<file path="config.mk">
export PLATFORM = sky130hd
export DESIGN_NAME = input_event_time_tag_fifo
export DESIGN_NICKNAME = d
export VERILOG_FILES = /design/src/pkg/event_tag_pkg.sv /design/src/verilog/input_event_time_tag_fifo.sv /design/src/verilog/entry_fifo_mem.sv
export VERILOG_INCLUDE_DIRS = /design/src /design/src/pkg
export SDC_FILE = /design/constraint.sdc
export NUM_CORES = 1
export LEC_CHECK = 0
export BUFFER_PORTS_ARGS = -buffer_cell sky130_fd_sc_hd__buf_2
export CORE_ASPECT_RATIO = 1.5
export CORE_MARGIN = 2
export CORE_UTILIZATION = 28
export CTS_CLUSTER_DIAMETER = 120
export DETAILED_ROUTE_END_ITERATION = 6
export PLACE_DENSITY_LB_ADDON = 0.12
export SETUP_SLACK_MARGIN = 0.5
export SYNTH_ARGS = -nofsm -noshare
export SYNTH_HDL_FRONTEND = slang
export SYNTH_SLANG_ARGS = --single-unit
</file>
<file path="constraint.sdc">
create_clock -name mclk_i -period 3 [get_ports mclk_i]
set_input_delay 0.3 -clock mclk_i [delete_from_list [all_inputs] [get_ports mclk_i]]
set_output_delay 0.3 -clock mclk_i [all_outputs]
set_load 0.1 [all_outputs]
</file>
<file path="src/pkg/event_tag_defines.svh">
// Constants for the input event time-tag capture block.
// Assumes inclusion by bare name from design files; the package does not include it.
`ifndef EVENT_TAG_DEFINES_SVH
`define EVENT_TAG_DEFINES_SVH

// Capture resolution in clock states
`define CAPTURE_STATES      4'h9
// Timer advances once per this many states
`define TIMER_STATES        4'h8
`define TAG_RESET           16'h0000
`define PHASE_RESET         4'h0

`endif

</file>
<file path="src/pkg/event_tag_pkg.sv">
// Types shared by the event time-tag capture block.
// Assumes the defines header is on the include path.
`default_nettype none
package event_tag_pkg;
	localparam int PIN_COUNT = 4;
	localparam int TAG_WIDTH = 16;

	typedef struct packed {
		logic [PIN_COUNT-1:0] pins;
		logic [TAG_WIDTH-1:0] tag;
	} entry_type;

	typedef enum logic [1:0] {
		HOLD_EMPTY = 2'b00,
		HOLD_FULL  = 2'b01
	} hold_state_type;
endpackage : event_tag_pkg
`default_nettype wire

</file>
<file path="src/verilog/input_event_time_tag_fifo.sv">
// Captures input pin transitions as time-tagged entries in a FIFO
// feeding a holding register. Pins are synchronous to mclk_i; software
// side releases the holding register with a one-cycle pulse.
`default_nettype none
`include "event_tag_defines.svh"

module input_event_time_tag_fifo
	import event_tag_pkg::*;
#(
	parameter int DEPTH = 4,
	parameter int AW    = 2
)(
	input  wire logic                 mclk_i,
	input  wire logic                 arst_n_i,
	input  wire logic                 ce_i,
	input  wire logic [PIN_COUNT-1:0] high_speed_event_input_i,
	input  wire logic                 hold_release_i,
	output entry_type                 hold_data_o,
	output logic                      hold_valid_o,
	output logic                      fifo_empty_o,
	output logic                      overflow_o
);
	// ********************************
	// State
	// ********************************
	typedef struct packed {
		logic [3:0]           cap_phase;
		logic [3:0]           tmr_phase;
		logic [TAG_WIDTH-1:0] timer;
		logic [PIN_COUNT-1:0] last_pins;
		hold_state_type       hold_st;
		entry_type            hold;
		logic                 load_pend;
		logic                 overflow;
	} state_type;

	state_type   st_r;
	state_type   st_nxt;
	entry_type   fifo_rd_data;
	logic        fifo_empty;
	logic        fifo_full;
	logic        fifo_wr;
	logic        fifo_rd;
	logic        slot;
	logic [PIN_COUNT-1:0] edges;
	entry_type   new_entry;

	// ********************************
	// Capture slot and entry building
	// ********************************
	// nine-state sampling
	assign slot  = (st_r.cap_phase == `CAPTURE_STATES - 4'h1);
	assign edges = high_speed_event_input_i ^ st_r.last_pins;
	assign new_entry = '{pins: edges, tag: st_r.timer};

	// Holding register takes priority while it and the FIFO are empty
	always_comb
	begin
		fifo_wr = 1'b0;
		fifo_rd = 1'b0;
		if (slot && (edges != '0))
		begin
			if (!(st_r.hold_st == HOLD_EMPTY && fifo_empty && !st_r.load_pend))
				fifo_wr = !fifo_full;
		end
		if (st_r.hold_st == HOLD_EMPTY && !fifo_empty && !st_r.load_pend)
			fifo_rd = 1'b1;
	end

	entry_fifo_mem #(
		.DEPTH (DEPTH),
		.AW    (AW)
	) u_fifo (
		.mclk_i    (mclk_i),
		.arst_n_i  (arst_n_i),
		.ce_i      (ce_i),
		.wr_i      (fifo_wr),
		.wr_data_i (new_entry),
		.rd_i      (fifo_rd),
		.rd_data_o (fifo_rd_data),
		.empty_o   (fifo_empty),
		.full_o    (fifo_full)
	);

	// ********************************
	// Next state
	// ********************************
	always_comb
	begin
		st_nxt = st_r;
		st_nxt.load_pend = fifo_rd;
		if (slot)
		begin
			st_nxt.cap_phase = `PHASE_RESET;
			st_nxt.last_pins = high_speed_event_input_i;
		end
		else
			st_nxt.cap_phase = st_r.cap_phase + 4'h1;
		if (st_r.tmr_phase == `TIMER_STATES - 4'h1)
		begin
			st_nxt.tmr_phase = `PHASE_RESET;
			st_nxt.timer     = st_r.timer + TAG_WIDTH'(1);
		end
		else
			st_nxt.tmr_phase = st_r.tmr_phase + 4'h1;
		// Sticky lost-entry flag, cleared only by arst_n_i
		if (slot && (edges != '0) && fifo_full)
			st_nxt.overflow = 1'b1;
		case (st_r.hold_st)
			HOLD_EMPTY:
			begin
				if (slot && (edges != '0) && fifo_empty && !st_r.load_pend)
				begin
					st_nxt.hold    = new_entry;
					st_nxt.hold_st = HOLD_FULL;
				end
				else if (st_r.load_pend)
				begin
					st_nxt.hold    = fifo_rd_data;
					st_nxt.hold_st = HOLD_FULL;
				end
			end
			HOLD_FULL:
			begin
				if (hold_release_i)
					st_nxt.hold_st = HOLD_EMPTY;
			end
			default:
				st_nxt.hold_st = HOLD_EMPTY;
		endcase
	end

	// ********************************
	// Registers
	// ********************************
	always_ff @(posedge mclk_i or negedge arst_n_i)
	begin
		if (!arst_n_i)
		begin
			st_r           <= '0;
			st_r.cap_phase <= `PHASE_RESET;
			st_r.tmr_phase <= `PHASE_RESET;
			st_r.timer     <= `TAG_RESET;
			st_r.hold_st   <= HOLD_EMPTY;
		end
		else if (ce_i)
			st_r <= st_nxt;
	end

	assign hold_data_o  = st_r.hold;
	assign hold_valid_o = (st_r.hold_st == HOLD_FULL);
	assign fifo_empty_o = fifo_empty;
	assign overflow_o   = st_r.overflow;
endmodule : input_event_time_tag_fifo
`default_nettype wire

</file>
<file path="src/verilog/entry_fifo_mem.sv">
// Small FIFO memory for captured entries, registered read data.
// Assumes one clock; caller never writes when full nor reads when empty.
`default_nettype none
module entry_fifo_mem
	import event_tag_pkg::*;
#(
	parameter int DEPTH  = 4,
	parameter int AW     = 2
)(
	input  wire logic      mclk_i,
	input  wire logic      arst_n_i,
	input  wire logic      ce_i,
	input  wire logic      wr_i,
	input  wire entry_type wr_data_i,
	input  wire logic      rd_i,
	output entry_type      rd_data_o,
	output logic           empty_o,
	output logic           full_o
);
	entry_type        mem [DEPTH];
	logic [AW-1:0]    wp_r;
	logic [AW-1:0]    rp_r;
	logic [AW:0]      cnt_r;
	entry_type        rd_data_r;

	assign rd_data_o = rd_data_r;
	assign empty_o   = (cnt_r == '0);
	assign full_o    = (cnt_r == (AW+1)'(DEPTH));

	// Data array has no reset; contents are qualified by count
	always_ff @(posedge mclk_i)
	begin
		if (ce_i && wr_i)
			mem[wp_r] <= wr_data_i;
	end

	always_ff @(posedge mclk_i or negedge arst_n_i)
	begin
		if (!arst_n_i)
		begin
			wp_r      <= '0;
			rp_r      <= '0;
			cnt_r     <= '0;
			rd_data_r <= '0;
		end
		else if (ce_i)
		begin
			if (wr_i)
				wp_r <= wp_r + AW'(1);
			if (rd_i)
			begin
				rd_data_r <= mem[rp_r];
				rp_r      <= rp_r + AW'(1);
			end
			cnt_r <= cnt_r + (AW+1)'(wr_i) - (AW+1)'(rd_i);
		end
	end
endmodule : entry_fifo_mem
`default_nettype wire

</file>
==> run metrics, run 1 <==
Max Clk Rate=0.434 GHz; first-pass GRT wire length=24000 um; PD cells=about 1000 mW/mm2; syn nets=456; crit path max fanout=8; number of remaining DRC errors=0; max_cap viols=0; TritonCTS clock tree=built; die height=approximately 200 um; root cell of the clock tree=clkbuf_16; sequential power share=between 30% and 40%; sequential fraction of the synthesis area=between 60% and 70%; R2R Path Start=u_fifo.cnt_r[1]; headroom to the max-slew limit=58.4%; Layout Skew=a little over 0.009 ns; Via Count=about 3600; grt met3 use=under 10%; PostCTS Resize Cnt=0; YS warnings=0; # fillers=approximately 2500; worst r2r dst=u_fifo.cnt_r[2]; placed cells=764; top post-synthesis cells by area=edfxtp_1, dfrtp_1, mux4_2; GR peak layer=met2; P&R area growth vs syn=15.0%; syn_area_per_cell=15.6 um2; Final HPWL DP=between 9000 and 10000 um; largest net degree at the start of global routing=a little under 80; Hold Path Class=in -> reg; global route overflow=0; placer congestion estimate=0.710; Worst IR Drop VDD=0.000399 V; area of the core=between 0.02 and 0.025 mm2; Initial Util=between 20 and 30%; Period minus WS final=roughly 2.3 ns; commonest non-fill, non-tap cell in the layout=edfxtp_1; Final TNS setup=0 ns; met1 Resource Use GR=around 15%; fin. max-slew vios=0; Synth top area share=a little over a third; reg2reg path depth=9; worst slew pin tran=approximately 0.62 ns; status=finished clean; final number of hold-violating endpoints=0; clk_lat worst skew=0.42 ns; Crit path required time=3.30 ns; GRT Total Usage=between 10% and 20%; met2 usage=22.5%; Sink Count=approximately 160; Port Buf Inserts=30; H-tree depth=4; Worst EP arrival=between 2 and 3 ns; Lkg Pwr=~3.1 nW; Mapped Area=0.00683 mm2; total die area=between 0.02 and 0.03 mm2; switch share=38.2%; capture point of the critical path=u_fifo.cnt_r[2]; Die X-Extent=roughly 130 um; Place WS=about 0.66 ns; Max clock buf depth=2; drt pass-1 iters=4; Ports=31; final setup fails=0; Crit Path Category=reg -> reg; Final WS setup=around 0.69 ns; final std cells w/o fill=about 800; Routed Antenna Nets=0; Core Rows=70; CTS Buf Count=17; Worst Setup Start Kind=flop; Critical Path End Type=flop; clock-pin slew on the worst setup and hold paths=~0.060 ns; Net Sw Power=roughly 3.0 mW; initial antenna violation count=0; fin crit share=between 70% and 80%; clock share of power=between 20 and 30%; antenna fix cells=0; Netlist cell types=a little over 40; Routed WL per cell=about 19 um; number of global-route vias before repair=just under 4000; RSZ-0062 raised after global routing=false; synthesis-stage register bit count=roughly 160; nets=between 400 and 500; Int Pwr=between 4 and 5 mW; Initial DRC Count=~180; FF-to-FF setup slack=between 0.6 and 0.7 ns; combinational power share=a little over a third; layout cell share with drive strength beyond 1=a little over a quarter; critical hold path startpoint=high_speed_event_input_i[2]; Vias/cell=around 4.5; largest area contributor in the netlist=edfxtp_1; crit path from=u_fifo.cnt_r[1]; post-synthesis cell count=437; final wirelength=between 15000 and 20000 um; most frequent cells in the layout=edfxtp_1, dfrtp_1, nand2_1, mux2_1, buf_2
[how the worst min path moves through the flow]
stage | slack (ns) | to | depth (start not counted)
floorplan | 0.004 | hold_data_o[0] | 0
detailed placement | 0.38 | u_fifo.rd_data_o[12] | 2
finish | 0.15 | st_r[26] | 2
CTS | 0.13 | st_r[26] | 2
global placement | 0.38 | u_fifo.rd_data_o[12] | 2
global route | 0.14 | st_r[27] | 2
[routing by layer]
layer | routed length (um) | share of wire (%)
met1 | 6450 | 43
met2 | 7950 | 53
met3 | 350 | 2.3
met4 | 278 | 1.8
met5 | 0 | 0
[through the flow]
stage / utilization (%) / power (mW) / hold slack (ns) / cell area, um2
floorplan: - / 5.38 / 0.00441 / 6830
global placement: 30.2 / 5.94 / 0.377 / 7300
detailed placement: 30.2 / 5.97 / 0.378 / 7300
CTS: 32.5 / 8.01 / 0.134 / 7850
global route: 32.5 / 8.31 / 0.141 / 7850
finish: 32.5 / 7.87 / 0.149 / 7850
[repair_timing]
action,4_1_cts,5_1_grt
hold buffers,1,0
endpoints found under the hold margin,78,0
setup buffers,0,0
[critical path: stages, from the launching register on]
cell and delay (ns):
dfrtp_1 0.44, nor3_4 0.39, nor3_2 0.12, ha_1 0.30
inv_1 0.04, ha_2 0.18, fa_1 0.37, xnor2_1 0.14
nand2_1 0.08, xnor2_1 0.14
[cell families (layout without fill, tap and decap cells)]
kind of cell               after synthesis  count (layout)  share of synthesized area, %
and+or+nand+nor                         73              73                          5.90
AOI/OAI and AO/OA                       36              36                          4.75
adders and majority gates               11              11                          2.13
xor gates and xnor gates                26              26                          3.78
DFF                                    158             158                          63.8
muxes                                   66              66                          14.2
buffers and inverters                   67             103                          5.43
[Yosys cell counts, drive strengths merged]
cell type	count
edfxtp	80
dfrtp	78
mux2	46
buf	34
nand2	32
inv	25
xnor2	22
mux4	20
o41ai	16
ha	10
nand3	10
o21ai	10
clkbuf	8
and2	5
nand4	5
nor2	5
nor3	5
a32o	4
and3	4
xor2	4
a21o	2
and4	2
a22o	1
a41o	1
and3b	1
and4b	1
fa	1
nand3b	1
nor2b	1
nor4	1
o21a	1
o2bb2ai	1
[state kept, by name, summed over array words and instances (netlist names)]
register	flops
st_r	14
new_entry	16
u_fifo.rp_r	2
u_fifo.mem	80
u_fifo.rd_data_o	20
u_fifo.cnt_r	3
hold_data_o	20
u_fifo.wp_r	2
overflow_o	1
[final cells by class]
class                      count  area, um2  area share [%]
sequential                   158       4350            55.5
inverter                      25       93.8            1.20
clock inverter                12       95.1            1.21
multi-input combinational    212       2100            26.8
timing repair buffer          46        350            4.46
clock buffer                  20        447            5.69
tap                          324        405            5.16
[power groups by stage]
stage / sequential [mW] / combinational (mW) / clock [mW]
3_5_place_dp: 3.17 / 2.80 / 0
3_3_place_gp: 3.17 / 2.77 / 0
6_report: 3.12 / 2.73 / 2.01
4_1_cts: 3.13 / 2.81 / 2.07
2_1_floorplan: 3.13 / 2.25 / 0
5_1_grt: 3.20 / 2.96 / 2.15
No activity file was read; power rests on OpenSTA's default activity.
==> inputs of run 2 (changes only) <==
- clock period: 3 -> 1.9 ns (I/O delays scaled with it)
==> run metrics, run 2 (synthesis gave the netlist of run 1 again) <==
layout cell share with drive strength beyond 1=46.8% (+21 points); crit path max fanout=5 (-3); first-pass GRT wire length=25100 um (+4.7%); worst slew pin tran=0.573 ns (-0.0480 ns); Routed Antenna Nets=0 (unchanged); Worst IR Drop VDD=0.000686 V (+72%); placer congestion estimate=0.725 (+2.1%); nets=542 (+13%); fin crit share=103% (+26 points); Sink Count=158 (unchanged); Period minus WS final=1.95 ns (-0.354 ns); clock-pin slew on the worst setup and hold paths=0.06 ns (about the same); largest net degree at the start of global routing=40 (-49%); number of remaining DRC errors=0 (unchanged); initial antenna violation count=0 (unchanged); die height=195 um (unchanged); final setup fails=35 (+35); fin. max-slew vios=0 (unchanged); delay-heaviest family, CP=flip-flops; Max clock buf depth=2 (unchanged); FF-to-FF setup slack=-0.05 ns (-0.75 ns); status=finished with violations; drt pass-1 iters=4 (unchanged); clk_lat worst skew=0.43 ns (about the same); final wirelength=17000 um (+13%); root cell of the clock tree=clkbuf_16; Initial DRC Count=195 (+11%); Final HPWL DP=10100 um (+4.4%); failing checks=setup timing; fin area=0.00912 mm2 (+16%); CTS Buf Count=17 (unchanged); P&R area growth vs syn=33.6%; global route overflow=0 (unchanged); Worst EP arrival=2.26 ns (-0.35 ns); RSZ-0062 raised after global routing=true; Place WS=-0.134 ns (-0.799 ns); final number of hold-violating endpoints=0 (unchanged); Core Rows=70 (unchanged); Worst Setup Start Kind=flop; Max Clk Rate=0.513 GHz (+18%); Final WS setup=-0.0509 ns (-0.746 ns); Vias/cell=4.44 (-0.58%); final std cells w/o fill=860 (+7.9%); slowest CP cell=dfrtp_1; placed cells=800 (+4.7%); worst path bufs/invs=2 (+1); max_cap viols=0 (unchanged); most frequent cells in the layout=edfxtp_1, dfrtp_1, buf_4, mux2_4, nand2_1; GRT Total Usage=13.3% (+0.70 points); H-tree depth=4 (unchanged); Layout Skew=0.0101 ns (+0.000993 ns); Die X-Extent=131 um (unchanged); area of the multi-input gates=0.00247 mm2 (+18%); Area after DPL=0.00785 mm2 (+7.5%); number of global-route vias before repair=4132 (+5.6%); Initial Util=28.2% (unchanged); Hold Path Class=in -> reg; Port Buf Inserts=30 (unchanged); register area=0.00436 mm2 (+0.11%); antenna fix cells=0 (unchanged); total die area=0.0257 mm2 (unchanged); TritonCTS clock tree=built; Routed WL per cell=19.7 um (+4.6%); Lkg Pwr=3.72 nW (+21%); Critical Path End Type=flop; Via Count=3817 (+7.3%); CP peak stage delay=0.39 ns (-0.05 ns); Ports=31 (unchanged); Crit Path Category=reg -> reg; Crit path required time=2.21 ns (-1.09 ns); Core Util, Final=37.7% (+5.3 points); area of the core=0.0242 mm2 (unchanged); PD cells=1590 mW/mm2 (+58%); hold_ws=0.0439 ns (-0.105 ns); # fillers=2319 (-5.5%); commonest non-fill, non-tap cell in the layout=edfxtp_1; headroom to the max-slew limit=61.8% (+3.4 points); worst path cell trace=inv_2 -> ha_4 -> and3b_2 -> nand3_4 -> o2bb2ai_4 -> clkbuf_16 -> mux2_4; Top reg by flops=u_fifo.mem; max reg flops=80 (unchanged)
[run 2: changes by cell type in the layout (fill, tap and decap cells not counted), sizes merged]
cell | before | now
clkinvlp | 4 | 1
clkbuf | 20 | 25
buf | 45 | 103
bufbuf | 0 | 1
inv | 26 | 27
bufinv | 1 | 2
[run 2: layer usage]
metal	vias to the layer above	routed length [um]	GRT usage [%]
met2	43	9410	24.2
met3	12	413	3.06
met4	0	174	4.11
met5	-	0	0
met1	1997	6970	15.5
li1	1765	-	-
[run 2: metrics by stage]
step                setup TNS, ns  power (mW)
detailed placement         -11.00        10.1
floorplan                  -20.60        8.86
finish                     -0.818        14.5
global placement            -8.11        10.1
global route                -8.81        15.2
CTS                         -4.27        14.4
[run 2: worst paths after layout]
path,start,end,cells after the start
min in group asynchronous,arst_n_i,st_r[49],2
max in group asynchronous,arst_n_i,hold_data_o[18],3
setup reg to reg,st_r[49],hold_data_o[0],7
setup / recovery,st_r[49],hold_data_o[0],7
hold reg to reg,overflow_o,overflow_o,1
hold / removal,high_speed_event_input_i[2],st_r[26],2
[run 2: what timing repair did]
item                       CTS  global route
gates cloned                 4             4
pin swaps                   25            14
setup buffers               10             9
hold endpoints to repair    34             0
hold buffers                 1             0
resized for setup           65            19
setup endpoints to repair  167           147
[run 2: where the power goes]
part,internal [mW],total (mW),switching [mW]
combinational,2.94,6.26,3.32
sequential,4.37,4.91,0.532
clock,1.96,3.33,1.37
[run 2: area by class of cell]
class                   count  share of cell area [%]
flip-flops and latches    158                    47.8
multi-input cells         212                    27.1
repair buffers            109                    13.4
clock buffers              21                    4.94
well taps                 324                    4.44
clock inverters            11                    1.26
inverters                  25                    1.03
